==> config.mk <==
export PLATFORM = sky130hd
export DESIGN_NAME = ssc_channel
export DESIGN_NICKNAME = d
export VERILOG_FILES = /design/src/design/ssc_channel.v /design/src/design/ssc_sync2.v /design/src/design/ssc_rate_gen.v
export VERILOG_INCLUDE_DIRS = /design/src /design/src/design
export SDC_FILE = /design/constraint.sdc
export NUM_CORES = 1
export LEC_CHECK = 0
export BUFFER_PORTS_ARGS = -buffer_cell sky130_fd_sc_hd__clkbuf_2
export CAP_MARGIN = 20
export CORE_MARGIN = 2
export CORE_UTILIZATION = 25
export DETAILED_ROUTE_END_ITERATION = 8
export GPL_ROUTABILITY_DRIVEN = 0
export GPL_TIMING_DRIVEN = 1
export PLACE_DENSITY_LB_ADDON = 0.12
export SYNTH_ARGS = -nofsm -noshare
export SYNTH_HDL_FRONTEND = slang
export SYNTH_SLANG_ARGS = --single-unit
==> constraint.sdc <==
create_clock -name ref_clk -period 1.9 [get_ports ref_clk]
set_input_delay 0.19 -clock ref_clk [delete_from_list [all_inputs] [get_ports ref_clk]]
set_output_delay 0.19 -clock ref_clk [all_outputs]
set_load 0.1 [all_outputs]
==> src/design/ssc_defines.vh <==
// Register offsets, field positions, reset values and timing counts of the serial channel
`ifndef SSC_DEFINES_VH
`define SSC_DEFINES_VH

// Register indices on the plain register port
`define SSC_ADDR_CTRL      4'h0
`define SSC_ADDR_MODE      4'h1
`define SSC_ADDR_DIVISOR   4'h2
`define SSC_ADDR_TXDATA    4'h3
`define SSC_ADDR_STATUS    4'h4
`define SSC_ADDR_RXDATA    4'h5

// serial_control_reg fields
`define SSC_CTRL_TX_EMPTY_IE   7
`define SSC_CTRL_RX_IE         6
`define SSC_CTRL_TX_EN         5
`define SSC_CTRL_RX_EN         4
`define SSC_CTRL_TX_DONE_IE    2
`define SSC_CTRL_CLK_SRC       1
`define SSC_CTRL_RESET         8'h01

// Mode register fields
`define SSC_MODE_ORDER     3
`define SSC_MODE_PRE_HI    1
`define SSC_MODE_PRE_LO    0
`define SSC_MODE_RESET     8'h00

// serial_status_reg fields
`define SSC_STAT_TX_EMPTY  7
`define SSC_STAT_RX_FULL   6
`define SSC_STAT_OVERRUN   5
`define SSC_STAT_TX_DONE   2
`define SSC_STAT_RESET     8'h84

`define SSC_DIVISOR_RESET  8'hFF
`define SSC_CHAR_BITS      4'h8

`endif

==> src/design/ssc_channel.v <==
// Clock-synchronous serial channel: double-buffered transmit and receive on one serial clock
//
// What this block does
// [RQ1] Each character is exactly eight data bits, framed only by clock pulses.
// [RQ2] Transmit output changes on a falling clock edge, held until the next.
// [RQ3] Receive input is sampled on each rising clock edge.
// [RQ4] After eight bits the output stays at the last bit's level.
// [RQ5] No parity or multiprocessor bit is added or expected.
// [RQ6] Transmitter and receiver are independent and share one serial clock.
// [RQ7] Empty flag at zero means holding register loaded; move it to shifter.
// [RQ8] After the move set empty flag, start shifting, request empty interrupt.
// [RQ9] Shift on own clock when internal, on incoming clock when external.
// [RQ10] The empty flag is checked when the last bit is sent.
// [RQ11] Flag zero at check: load next character with no gap.
// [RQ12] Flag one at check: set done flag, hold last bit.
// [RQ13] Done flag set with its enable raises the done interrupt.
// [RQ14] With nothing waiting and the receiver disabled, the serial clock pin is held high.
// [RQ15] Receiver initialises in step with the serial clock, then shifts in.
// [RQ16] Character completed while full flag is one sets the overrun flag.
// [RQ17] Overrun with receive enable raises the receive error interrupt.
// [RQ18] On overrun the new character is dropped and full flag stays one.
// [RQ19] Good character is copied to holding register and full flag set.
// [RQ20] Good reception with receive enable raises the receive full interrupt.
// [RQ21] Host writes the next character before the current one ends.
// [RQ22] Host reads received data before the next character completes.
// [RQ23] Clock-source bit: zero internal clock output, one external clock input.
// [RQ24] Eight-bit divisor resets to all ones, always readable and writable.
// [RQ25] Full flag clears only by writing zero after reading one.
// [RQ26] Bit-order select: zero LSB first, one MSB first.
// [RQ27] Shift only when enabled; host data write clears empty flag.
`include "ssc_defines.vh"

module ssc_channel (
  input  wire       ref_clk,
  input  wire       rst_n,
  input  wire [3:0] reg_addr,
  input  wire [7:0] reg_wdata,
  input  wire       reg_wr,
  input  wire       reg_rd,
  output reg  [7:0] reg_rdata,
  input  wire       serial_in,
  output reg        serial_out,
  input  wire       serial_clk_in,
  output reg        serial_clk_out,
  output wire       serial_clk_oe,
  output wire       tx_empty_irq,
  output wire       tx_done_irq,
  output wire       rx_full_irq,
  output wire       rx_error_irq
);
  // Control and status
  reg  [7:0] serial_control_reg;
  reg  [7:0] mode_reg;
  reg  [7:0] bit_rate_divisor_reg;
  reg  [7:0] tx_holding_reg;
  reg  [7:0] rx_holding_reg;
  reg  [7:0] tx_shift_reg;
  reg  [7:0] rx_shift_reg;
  reg        tx_holding_empty_flag;
  reg        tx_done_flag;
  reg        rx_holding_full_flag;
  reg        overrun_flag;
  reg        full_seen;
  reg        ovr_seen;
  reg        done_seen;

  // Serial engine
  reg        active;
  reg  [3:0] tx_bits;
  reg  [3:0] rx_bits;
  reg        tx_busy;
  reg        rx_armed;
  reg        clk_prev;
  reg        tx_empty_evt;

  wire       tx_enable         = serial_control_reg[`SSC_CTRL_TX_EN];
  wire       rx_enable         = serial_control_reg[`SSC_CTRL_RX_EN];
  wire       clock_source_select = serial_control_reg[`SSC_CTRL_CLK_SRC];
  wire       bit_order_select  = mode_reg[`SSC_MODE_ORDER];
  wire [1:0] prescale          = {mode_reg[`SSC_MODE_PRE_HI], mode_reg[`SSC_MODE_PRE_LO]};

  wire       ext_clk_sync;
  wire       half_tick;
  wire       int_rise;
  wire       int_fall;
  wire       ext_rise;
  wire       ext_fall;
  wire       sclk_rise;
  wire       sclk_fall;
  wire       rx_in_sync;
  wire       wr_status;
  wire       rd_status;
  reg        done_evt;
  reg        full_evt;
  reg        ovr_evt;

  // Pins from outside pass two flops before use
  ssc_sync2 u_sync_clk (
    .ref_clk (ref_clk),
    .rst_n   (rst_n),
    .din     (serial_clk_in),
    .dout    (ext_clk_sync)
  );

  ssc_sync2 u_sync_rx (
    .ref_clk (ref_clk),
    .rst_n   (rst_n),
    .din     (serial_in),
    .dout    (rx_in_sync)
  );

  ssc_rate_gen u_rate (
    .ref_clk   (ref_clk),
    .rst_n     (rst_n),
    .run       (active & ~clock_source_select),
    .prescale  (prescale),
    .divisor   (bit_rate_divisor_reg),
    .half_tick (half_tick)
  );

  function [7:0] order_bits;
    input [7:0] d;
    input       msb_first;
    begin
      order_bits = msb_first ? {d[0], d[1], d[2], d[3], d[4], d[5], d[6], d[7]} : d;
    end
  endfunction

  // Internal clock output is driven only in internal mode, input sampled otherwise
  assign serial_clk_oe = ~clock_source_select;                                  // [RQ23]
  assign int_rise  = half_tick & ~serial_clk_out;
  assign int_fall  = half_tick & serial_clk_out;
  assign ext_rise  = ext_clk_sync & ~clk_prev;
  assign ext_fall  = ~ext_clk_sync & clk_prev;
  assign sclk_rise = clock_source_select ? ext_rise : int_rise;                 // [RQ9]
  assign sclk_fall = clock_source_select ? ext_fall : int_fall;                 // [RQ9] [RQ6]

  assign wr_status = reg_wr & (reg_addr == `SSC_ADDR_STATUS);
  assign rd_status = reg_rd & (reg_addr == `SSC_ADDR_STATUS);

  always @(posedge ref_clk) begin
    if (!rst_n) begin
      clk_prev <= 1'b1;
    end else begin
      clk_prev <= ext_clk_sync;
    end
  end

  // Internal clock runs while a character is in flight or the receiver is armed
  always @* begin
    active = (tx_busy | rx_armed) & ~(tx_bits == 4'h0 & ~tx_busy & rx_bits == 4'h0 & ~rx_armed);
  end

  // Serial clock generator; idles high
  always @(posedge ref_clk) begin
    if (!rst_n || clock_source_select) begin
      serial_clk_out <= 1'b1;
    end else if (!active) begin
      serial_clk_out <= 1'b1;                                                   // [RQ14]
    end else if (half_tick) begin
      serial_clk_out <= ~serial_clk_out;
    end
  end

  // Transmit path: load, shift on falling edges, check empty flag at last bit
  always @(posedge ref_clk) begin
    if (!rst_n) begin
      tx_shift_reg <= 8'h00;
      tx_bits      <= 4'h0;
      tx_busy      <= 1'b0;
      serial_out   <= 1'b1;
      tx_empty_evt <= 1'b0;
      done_evt     <= 1'b0;
    end else begin
      tx_empty_evt <= 1'b0;
      done_evt     <= 1'b0;
      if (!tx_enable) begin
        tx_busy <= 1'b0;
        tx_bits <= 4'h0;
      end else if (!tx_busy && !tx_holding_empty_flag) begin
        tx_shift_reg <= order_bits(tx_holding_reg, bit_order_select);           // [RQ7] [RQ26]
        tx_bits      <= 4'h0;
        tx_busy      <= 1'b1;
        tx_empty_evt <= 1'b1;                                                   // [RQ8]
      end else if (tx_busy && sclk_rise && tx_bits == `SSC_CHAR_BITS && tx_holding_empty_flag) begin
        // Ending on the last bit's rising edge avoids one stray clock pulse after the frame
        tx_busy  <= 1'b0;                                                       // [RQ10] [RQ12] [RQ4]
        tx_bits  <= 4'h0;
        done_evt <= 1'b1;
      end else if (tx_busy && sclk_fall) begin
        if (tx_bits == `SSC_CHAR_BITS) begin
          // Next character was waiting at the last-bit check; start it with no gap
          tx_shift_reg <= order_bits(tx_holding_reg, bit_order_select) >> 1;    // [RQ11]
          serial_out   <= tx_holding_reg[bit_order_select ? 7 : 0];
          tx_bits      <= 4'h1;
          tx_empty_evt <= 1'b1;
        end else begin
          serial_out   <= tx_shift_reg[0];                                      // [RQ2] [RQ1] [RQ5]
          tx_shift_reg <= {1'b0, tx_shift_reg[7:1]};
          tx_bits      <= tx_bits + 4'h1;                                        // [RQ10]
        end
      end
    end
  end

  // Receive path: arm on enable, sample on rising edges
  always @(posedge ref_clk) begin
    if (!rst_n) begin
      rx_shift_reg <= 8'h00;
      rx_bits      <= 4'h0;
      rx_armed     <= 1'b0;
      full_evt     <= 1'b0;
      ovr_evt      <= 1'b0;
    end else begin
      full_evt <= 1'b0;
      ovr_evt  <= 1'b0;
      if (!rx_enable) begin
        rx_armed <= 1'b0;
        rx_bits  <= 4'h0;
      end else if (!rx_armed) begin
        rx_armed <= 1'b1;                                                       // [RQ15]
        rx_bits  <= 4'h0;
      end else if (sclk_rise) begin
        rx_shift_reg <= {rx_in_sync, rx_shift_reg[7:1]};                         // [RQ3] [RQ27]
        if (rx_bits == `SSC_CHAR_BITS - 4'h1) begin
          rx_bits <= 4'h0;
          if (rx_holding_full_flag) begin
            ovr_evt <= 1'b1;                                                    // [RQ16] [RQ18]
          end else begin
            full_evt <= 1'b1;                                                   // [RQ19]
          end
        end else begin
          rx_bits <= rx_bits + 4'h1;
        end
      end
    end
  end

  // Registers, flags and their host-side clearing; hardware set wins over clear, except a data write clearing the empty flag wins
  always @(posedge ref_clk) begin
    if (!rst_n) begin
      serial_control_reg    <= `SSC_CTRL_RESET;
      mode_reg              <= `SSC_MODE_RESET;
      bit_rate_divisor_reg  <= `SSC_DIVISOR_RESET;
      tx_holding_reg        <= 8'h00;
      rx_holding_reg        <= 8'h00;
      tx_holding_empty_flag <= 1'b1;
      tx_done_flag          <= 1'b1;
      rx_holding_full_flag  <= 1'b0;
      overrun_flag          <= 1'b0;
      full_seen             <= 1'b0;
      ovr_seen              <= 1'b0;
      done_seen             <= 1'b0;
    end else begin
      if (reg_wr && reg_addr == `SSC_ADDR_CTRL)    serial_control_reg   <= reg_wdata;
      if (reg_wr && reg_addr == `SSC_ADDR_MODE)    mode_reg             <= reg_wdata;
      if (reg_wr && reg_addr == `SSC_ADDR_DIVISOR) bit_rate_divisor_reg <= reg_wdata; // [RQ24]
      if (reg_wr && reg_addr == `SSC_ADDR_TXDATA) begin
        tx_holding_reg        <= reg_wdata;
        tx_holding_empty_flag <= 1'b0;                                          // [RQ27]
        tx_done_flag          <= 1'b0;
      end else if (tx_empty_evt) begin
        tx_holding_empty_flag <= 1'b1;                                          // [RQ8]
      end
      if (rd_status) begin
        full_seen <= rx_holding_full_flag;
        ovr_seen  <= overrun_flag;
        done_seen <= tx_done_flag;
      end
      if (done_evt) begin
        tx_done_flag <= 1'b1;                                                   // [RQ12]
      end else if (wr_status && done_seen && !reg_wdata[`SSC_STAT_TX_DONE]) begin
        tx_done_flag <= 1'b0;
      end
      if (full_evt) begin
        rx_holding_reg       <= order_bits(rx_shift_reg, bit_order_select) ;    // [RQ19] [RQ26]
        rx_holding_full_flag <= 1'b1;
      end else if (wr_status && full_seen && !reg_wdata[`SSC_STAT_RX_FULL]) begin
        rx_holding_full_flag <= 1'b0;                                           // [RQ25]
        full_seen            <= 1'b0;
      end
      if (ovr_evt) begin
        overrun_flag <= 1'b1;                                                   // [RQ16]
      end else if (wr_status && ovr_seen && !reg_wdata[`SSC_STAT_OVERRUN]) begin
        overrun_flag <= 1'b0;
        ovr_seen     <= 1'b0;
      end
    end
  end

  // Read data one cycle after the strobe; unmapped reads give zero
  always @(posedge ref_clk) begin
    if (!rst_n) begin
      reg_rdata <= 8'h00;
    end else if (reg_rd) begin
      case (reg_addr)
        `SSC_ADDR_CTRL:    reg_rdata <= serial_control_reg;
        `SSC_ADDR_MODE:    reg_rdata <= mode_reg;
        `SSC_ADDR_DIVISOR: reg_rdata <= bit_rate_divisor_reg;
        `SSC_ADDR_TXDATA:  reg_rdata <= tx_holding_reg;
        `SSC_ADDR_STATUS:  reg_rdata <= {tx_holding_empty_flag, rx_holding_full_flag, overrun_flag,
                                         2'b00, tx_done_flag, 2'b00};
        `SSC_ADDR_RXDATA:  reg_rdata <= rx_holding_reg;
        default:           reg_rdata <= 8'h00;
      endcase
    end else begin
      reg_rdata <= 8'h00;
    end
  end

  // Interrupt requests are level outputs gated by the enables
  assign tx_empty_irq = tx_holding_empty_flag & serial_control_reg[`SSC_CTRL_TX_EMPTY_IE]; // [RQ8]
  assign tx_done_irq  = tx_done_flag & serial_control_reg[`SSC_CTRL_TX_DONE_IE];           // [RQ13]
  assign rx_full_irq  = rx_holding_full_flag & serial_control_reg[`SSC_CTRL_RX_IE];        // [RQ20]
  assign rx_error_irq = overrun_flag & serial_control_reg[`SSC_CTRL_RX_IE];                // [RQ17]
endmodule

==> src/design/ssc_sync2.v <==
// Two-flop synchroniser for a pin sampled on ref_clk
module ssc_sync2 (
  input  wire ref_clk,
  input  wire rst_n,
  input  wire din,
  output reg  dout
);
  reg stage1;

  always @(posedge ref_clk) begin
    if (!rst_n) begin
      stage1 <= 1'b1;
      dout   <= 1'b1;
    end else begin
      stage1 <= din;
      dout   <= stage1;
    end
  end
endmodule

==> src/design/ssc_rate_gen.v <==
// Bit-rate generator: prescaler and divisor produce one enable per serial half period
module ssc_rate_gen (
  input  wire       ref_clk,
  input  wire       rst_n,
  input  wire       run,
  input  wire [1:0] prescale,
  input  wire [7:0] divisor,
  output reg        half_tick
);
  reg [6:0] pre_cnt;
  reg [7:0] div_cnt;
  reg       pre_hit;

  function [6:0] pre_limit;
    input [1:0] sel;
    begin
      case (sel)
        2'd0:    pre_limit = 7'h00;
        2'd1:    pre_limit = 7'h03;
        2'd2:    pre_limit = 7'h0F;
        default: pre_limit = 7'h3F;
      endcase
    end
  endfunction

  always @* begin
    pre_hit = (pre_cnt == pre_limit(prescale));
  end

  // Held in reset while idle so the first half period after start is full length
  always @(posedge ref_clk) begin
    if (!rst_n || !run) begin
      pre_cnt   <= 7'h00;
      div_cnt   <= 8'h00;
      half_tick <= 1'b0;
    end else begin
      half_tick <= 1'b0;
      if (pre_hit) begin
        pre_cnt <= 7'h00;
        if (div_cnt == divisor) begin
          div_cnt   <= 8'h00;
          half_tick <= 1'b1;
        end else begin
          div_cnt <= div_cnt + 8'h01;
        end
      end else begin
        pre_cnt <= pre_cnt + 7'h01;
      end
    end
  end
endmodule

# Yosys cells after proc, flatten, opt, wreduce, memory -nomap -nowiden
# Index checks and enable logic that the tools add are counted.
[classes] bitwise=29 n_lt_le_gt_ge=1 n_eq_ne=12 addsub=4 mux=43 reduce_logical=47
[op_table] cell="2-to-1 mux 8 bit" n=6
[op_table] cell="case mux 8 bit (6 select lines)" n=1
[op_table] cell="2-to-1 mux 1 bit" n=30
[op_table] cell="case mux 6 bit (3 select lines)" n=1
[op_table] cell="AND 1 bit" n=15
[op_table] cell="logical AND 1 bit" n=15
[op_table] cell="inverter 1 bit" n=13
[op_table] cell="== test 4 x 3 -> 1 bit, second input constant" n=3
[op_table] cell="logical NOT 4 bit" n=3
[op_table] cell="nonzero test 2 bit" n=6
[op_table] cell="AND reduction 3 bit" n=3
[op_table] cell="adder 4 x 1 -> 4 bit, second input constant" n=2
[op_table] cell="adder 8 x 1 -> 8 bit, second input constant" n=1
[op_table] cell="== test 4 x 2 -> 1 bit, second input constant" n=2
[op_table] cell="== test 8 bit" n=1
[op_table] cell="2-to-1 mux 4 bit" n=2
[op_table] cell="OR reduction 2 bit" n=4
[op_table] cell="adder 7 x 1 -> 7 bit, second input constant" n=1
[op_table] cell="== test 7 x 6 -> 1 bit" n=1
[op_table] cell="logical NOT 1 bit" n=7
[op_table] cell="2-to-1 mux 7 bit" n=1
[op_table] cell="AND reduction 5 bit" n=1
[op_table] cell="== test 4 x 1 -> 1 bit, second input constant" n=1
[op_table] cell="== test 4 bit, second input constant" n=1
[op_table] cell="13 further kinds" n=15
[word_totals] word_cells=169 ff_bits=108

# Logic depth before layout (Yosys ltp)
[depth] word_depth=10 depth_mapped=8

# Cells and area by module
# A second synthesis with hierarchy kept.
[unflattened] cells_unflattened=537 hier_area_um2=4969.8
[by_module_without_submodules] module="ssc_channel" instances=1 cells_each=437 area_each_um2=3992.6
[by_module_without_submodules] module="ssc_rate_gen" instances=1 cells_each=92 area_each_um2=872.1
[by_module_without_submodules] module="ssc_sync2" instances=2 cells_each=4 area_each_um2=52.6

# Least setup slack after synthesis
# No wires, ideal clock.
[synth_path] path_kind="flip-flop to flip-flop" start="register serial_clk_out" end="register tx_shift_reg[4]" arrival_ns=1.939 n_path_buf=1 path_slack_ns=-0.161 setup_time_ns=0.122 required_ns=1.778 stages_incl_launch_ff=6 path_cell_list="dfxtp_1 > nand3b_1 > a21boi_1 > o21ai_1 > buf_2 > o311a_1"
[synth_via] elab_chain_cells=8
[synth_rtl] item="from (decl)" line_no="ssc_channel.v:44" source="output reg serial_clk_out,"
[synth_rtl] item="from (signal assigned)" line_no="ssc_channel.v:161" source="serial_clk_out <= ~serial_clk_out;"
[synth_rtl] item="inverter 1 bit" line_no="ssc_channel.v:131" source="assign int_rise = half_tick & ~serial_clk_out;"
[synth_rtl] item="AND 1 bit" line_no="ssc_channel.v:131"
[synth_rtl] item="2-to-1 mux 1 bit" line_no="ssc_channel.v:135" source="assign sclk_rise = clock_source_select ? ext_rise : int_rise;"
[synth_rtl] item="logical AND 1 bit" line_no="ssc_channel.v:185" source="end else if (tx_busy && sclk_rise && tx_bits == `SSC_CHAR_BITS && tx_holding_empty_flag) begin"
[synth_rtl] item="logical AND 1 bit (no source line)"
[synth_rtl] item="logical AND 1 bit" line_no="ssc_channel.v:185"
[synth_rtl] item="inequality test 2 bit (no source line)"
[synth_rtl] item="AND reduction 3 bit (no source line) (*)"
[synth_rtl] item="to (signal assigned)" line_no="ssc_channel.v:181" source="tx_shift_reg <= order_bits(tx_holding_reg, bit_order_select);"
[synth_rtl] item="to (signal assigned)" line_no="ssc_channel.v:193" source="tx_shift_reg <= order_bits(tx_holding_reg, bit_order_select) >> 1;"
[synth_rtl] item="to (signal assigned)" line_no="ssc_channel.v:199" source="tx_shift_reg <= {1'b0, tx_shift_reg[7:1]};"
[synth_rtl] item="to (decl)" line_no="ssc_channel.v:57" source="reg [7:0] tx_shift_reg;"
# Mark *: on every way between the ends. The rest lies on a longest branch, timed or not.
# A chain may end at the register's enable or synchronous reset.

# Worst setup path after layout
[layout_path] start="register mode_reg[1]" end="register u_rate.div_cnt[5]"
[layout_via] elab_chain_cells=3
[layout_rtl] item="from (decl)" line_no="ssc_channel.v:53" source="reg [7:0] mode_reg;"
[layout_rtl] item="from (signal assigned)" line_no="ssc_channel.v:243" source="mode_reg <= `SSC_MODE_RESET;"
[layout_rtl] item="from (signal assigned)" line_no="ssc_channel.v:256" source="if (reg_wr && reg_addr == `SSC_ADDR_MODE) mode_reg <= reg_wdata;"
[layout_rtl] item="== test 2 bit, or another cell as far along" line_no="ssc_rate_gen.v:17" source="case (sel)"
[layout_rtl] item="case mux 6 bit (3 select lines) (*)" line_no="ssc_rate_gen.v:17"
[layout_rtl] item="== test 7 x 6 -> 1 bit (*)" line_no="ssc_rate_gen.v:27" source="pre_hit = (pre_cnt == pre_limit(prescale));"
[layout_rtl] item="to (signal assigned)" line_no="ssc_rate_gen.v:44" source="div_cnt <= div_cnt + 8'h01;"
[layout_rtl] item="to (decl)" line_no="ssc_rate_gen.v:11" source="reg [7:0] div_cnt;"
# Marks and branches as above.

==> Implementation_results.wiki <==
{| class="wikitable"
! Metric !! Value
|-
| Result of the run || finished, final reports clean
|-
| Wirelength, routed || 14.13 mm
|-
| Count of boundary I/O pins || 33
|-
| Startpoint types || flop
|-
| Power density over cell area || 745.5 nW/um^2
|-
| Clock tree from TritonCTS || built
|-
| Static leakage || 2.306 nW
|-
| Max-slew violation total from the final report || 0
|-
| Post-detailed-route wirelength per cell || 16.26 um
|-
| Post-Place Worst Slack || 0.1496 ns
|-
| Number of endpoints failing setup at the final stage || 0
|-
| Global routing usage summed across all routing layers || 0.1364
|-
| Slack of the critical path || 0.1226 ns
|-
| Flip-flop and latch count after synthesis || 108
|-
| Initial antenna violation count || 0
|-
| Post-Synthesis Cells || 557
|-
| Number of flops mapped to enable cells by yosys || 0
|-
| CTS H-tree depth || 3
|-
| Async set-or-reset flop fraction in the synthesized netlist || 0
|-
| Final routed DRC violation total || 0
|-
| Required time of the worst setup path || 2.19 ns
|-
| Pin count of the biggest net entering global routing || 23
|-
| Fin crit share || 0.9355
|-
| Clock root buffer master || sky130_fd_sc_hd__clkbuf_16
|-
| Worst setup path start || mode_reg[1]$_SDFFE_PN0P_
|-
| DRT Pass-1 Iters || 4
|-
| Post-layout net count || 622
|-
| Total nets after synthesis || 580
|-
| Final min period || 1.777 ns
|-
| Setup slack on the worst flop-to-flop path || 0.12 ns
|-
| Register area share after synthesis || 0.4343
|-
| Layout overhead on the synthesized area || 17.29%
|-
| Highest attainable clock frequency || 562.6 MHz
|-
| Worst hold slack after final layout || 0.01486 ns
|-
| Peak fanout along the critical path || 12
|-
| TritonCTS buffer count || 9
|-
| Clock edge transition at the registers on the reported setup and hold paths || 0.07 ns
|-
| Final clock skew || 0.01048 ns
|-
| HPWL reported at the end of detailed placement || 10.44 mm
|-
| Via count of the first global-routing pass || 4035
|-
| Hold depth || 2
|-
| Placed standard-cell area || 5550 sq um
|-
| Average via count per standard cell || 4.687
|-
| Setup TNS || 0 ns
|-
| Number of inserted diodes || 0
|-
| Number of warnings issued by yosys || 0
|-
| Final Non-Filler Cells || 869
|-
| Maximum number of buffers from clock root to sink || 2
|-
| Global-route wire length before repair || 22.74 mm
|-
| Arrival time of data at the critical path endpoint || 2.07 ns
|-
| Category of the critical setup timing path || reg -> reg
|-
| Overflow after GRT || 0
|-
| Resize count post-CTS || 0
|-
| Crit path capture type || flop
|-
| Num rows || 51
|-
| Initial Util || 0.2550
|-
| Maximum capacitance violations || 0
|-
| Length in cells of the worst reg-to-reg path || 6
|-
| Final Instance Area || 5839 sq um
|-
| Share of layout cells above drive strength 1 || 0.1474
|-
| CORE AREA || 19530 sq um
|-
| Worst-skew pair later-pin latency || 0.36 ns
|-
| Max transition margin || 0.5712
|-
| Sinks on Clock Net || 108
|-
| Hold Crit Class || in -> reg
|-
| Top FF cell, synth || sky130_fd_sc_hd__dfxtp_1
|-
| RSZ-0062 raised after global routing || false
|-
| Transition at the pin with the smallest max-transition slack || 0.6404 ns
|-
| # fillers || 2142
|-
| Syn Std Cell Area || 4979 sq um
|-
| Number of failing hold endpoints at the final stage || 0
|-
| Antenna violation net count after detailed routing || 0
|-
| Total via count in the routed design || 4073
|-
| Iteration-0 DRC count of the detailed router || 253
|-
| Avg Synthesized Cell Area || 8.938 sq um
|-
| Die boundary height || 145.1 um
|-
| Worst Hold Launch || serial_in
|-
| Total Power Consumption || 4.353 mW
|-
| Utilization after layout || 0.2991
|-
| Hold Crit Endpoint || u_sync_rx.stage1$_SDFF_PN1_
|-
| Startpoint of the worst-slack reg-to-reg timing path || mode_reg[1]$_SDFFE_PN0P_
|-
| Count of cell types in the netlist || 53
|-
| X dimension of the die || 145.1 um
|-
| Critical R2R Capture || u_rate.div_cnt[5]$_SDFFE_PP0N_
|-
| Die footprint || 21060 sq um
|-
| Number of buffers added on ports || 32
|-
| Highest ir drop seen on vdd || 352.5 uV
|-
| Number of placed instances, taps included || 852
|}
[cell type report]
class | count | area (sq um) | area share
inverters | 6 | 22.52 | 0.003857
well taps | 265 | 331.6 | 0.05678
repair buffers | 61 | 380.4 | 0.06514
clock inverters | 5 | 36.28 | 0.006214
multi-input cells | 413 | 2663 | 0.4560
clock buffers | 11 | 242.7 | 0.04157
flip-flops and latches | 108 | 2163 | 0.3705
[cells in the final DEF, fill, tap and decap left out, types with 6 or more instances in the layout]
cell type	count
sky130_fd_sc_hd__dfxtp_1	107
sky130_fd_sc_hd__nand2_1	71
sky130_fd_sc_hd__mux2i_1	55
sky130_fd_sc_hd__nor2_1	45
sky130_fd_sc_hd__nand3_1	34
sky130_fd_sc_hd__clkbuf_2	32
sky130_fd_sc_hd__nor2b_1	29
sky130_fd_sc_hd__buf_4	28
sky130_fd_sc_hd__a21oi_1	16
sky130_fd_sc_hd__o21ai_0	15
sky130_fd_sc_hd__nand2b_1	13
sky130_fd_sc_hd__xor2_1	13
sky130_fd_sc_hd__o211a_1	10
sky130_fd_sc_hd__and3_1	9
sky130_fd_sc_hd__nor3_1	9
sky130_fd_sc_hd__clkbuf_16	9
sky130_fd_sc_hd__a21boi_0	8
sky130_fd_sc_hd__mux2_2	7
sky130_fd_sc_hd__o21ai_1	7
sky130_fd_sc_hd__inv_1	6
sky130_fd_sc_hd__and2_1	6
sky130_fd_sc_hd__nor3b_1	6
sky130_fd_sc_hd__a32o_1	6
[critical path, cell delays in order, from the launching register on]
cell,delay [ns]
sky130_fd_sc_hd__dfxtp_1,0.37
sky130_fd_sc_hd__a211o_1,0.31
sky130_fd_sc_hd__a211o_1,0.29
sky130_fd_sc_hd__a21oi_2,0.10
sky130_fd_sc_hd__buf_4,0.18
sky130_fd_sc_hd__and2_1,0.29
sky130_fd_sc_hd__a32o_1,0.17
[per-layer routing]
metal / track usage / share of wire / vias to the layer above
met2: 0.2190 / 0.45 / 65
met1: 0.1843 / 0.50 / 1955
met3: 0.03019 / 0.033 / 11
met5: 0 / 0 / -
li1: - / - / 2042
met4: 0.03824 / 0.014 / 0
[worst max-delay path by stage]
| stage | to | slack (ns) | depth (start not counted) |
|---|---|---|---|
| floorplan | u_rate.div_cnt[3]$_SDFFE_PP0N_ | 0.09 | 6 |
| global placement | u_rate.div_cnt[2]$_SDFFE_PP0N_ | 0.22 | 6 |
| detailed placement | u_rate.div_cnt[5]$_SDFFE_PP0N_ | 0.15 | 6 |
| CTS | u_rate.div_cnt[5]$_SDFFE_PP0N_ | 0.12 | 6 |
| global route | u_rate.div_cnt[5]$_SDFFE_PP0N_ | 0.04 | 6 |
| finish | u_rate.div_cnt[5]$_SDFFE_PP0N_ | 0.12 | 6 |
[Yosys cell counts (7+ instances only)]
library cell | n | area [sq um]
sky130_fd_sc_hd__a21boi_0 | 8 | 60.06
sky130_fd_sc_hd__a21oi_1 | 16 | 80.08
sky130_fd_sc_hd__and3_1 | 9 | 56.30
sky130_fd_sc_hd__buf_2 | 9 | 45.04
sky130_fd_sc_hd__clkbuf_1 | 18 | 67.56
sky130_fd_sc_hd__dfxtp_1 | 108 | 2162
sky130_fd_sc_hd__mux2_2 | 7 | 78.83
sky130_fd_sc_hd__mux2i_1 | 55 | 550.5
sky130_fd_sc_hd__nand2_1 | 71 | 266.5
sky130_fd_sc_hd__nand2b_1 | 13 | 81.33
sky130_fd_sc_hd__nand3_1 | 34 | 170.2
sky130_fd_sc_hd__nor2_1 | 45 | 168.9
sky130_fd_sc_hd__nor2b_1 | 29 | 181.4
sky130_fd_sc_hd__nor3_1 | 9 | 45.04
sky130_fd_sc_hd__o211a_1 | 10 | 100.1
sky130_fd_sc_hd__o21ai_0 | 15 | 75.07
sky130_fd_sc_hd__o21ai_1 | 7 | 35.03
sky130_fd_sc_hd__xor2_1 | 13 | 113.9
[where the power goes]
group / leakage, nW / internal, mW / switching [mW]
Clock: 0.128 / 0.930 / 0.896
Combinational: 1.31 / 0.0866 / 0.145
Sequential: 0.872 / 2.28 / 0.0161
Total: 2.31 / 3.30 / 1.06
[what timing repair did]
action	in CTS	in global routing
setup buffers	0	0
hold buffers	1	0
hold endpoints to repair	1	0
[kinds of logic (layout without fill, tap and decap cells)]
family / Yosys count / count (layout) / share of synthesized area
fa+ha+maj: 5 / 5 / 0.01257
mux: 62 / 62 / 0.1264
buf+inv: 36 / 83 / 0.03091
compound gates: 89 / 89 / 0.1284
flops: 108 / 108 / 0.4343
simple gates: 242 / 242 / 0.2410
xor+xnor: 15 / 15 / 0.02639
No activity file was read; power rests on OpenSTA's default activity.
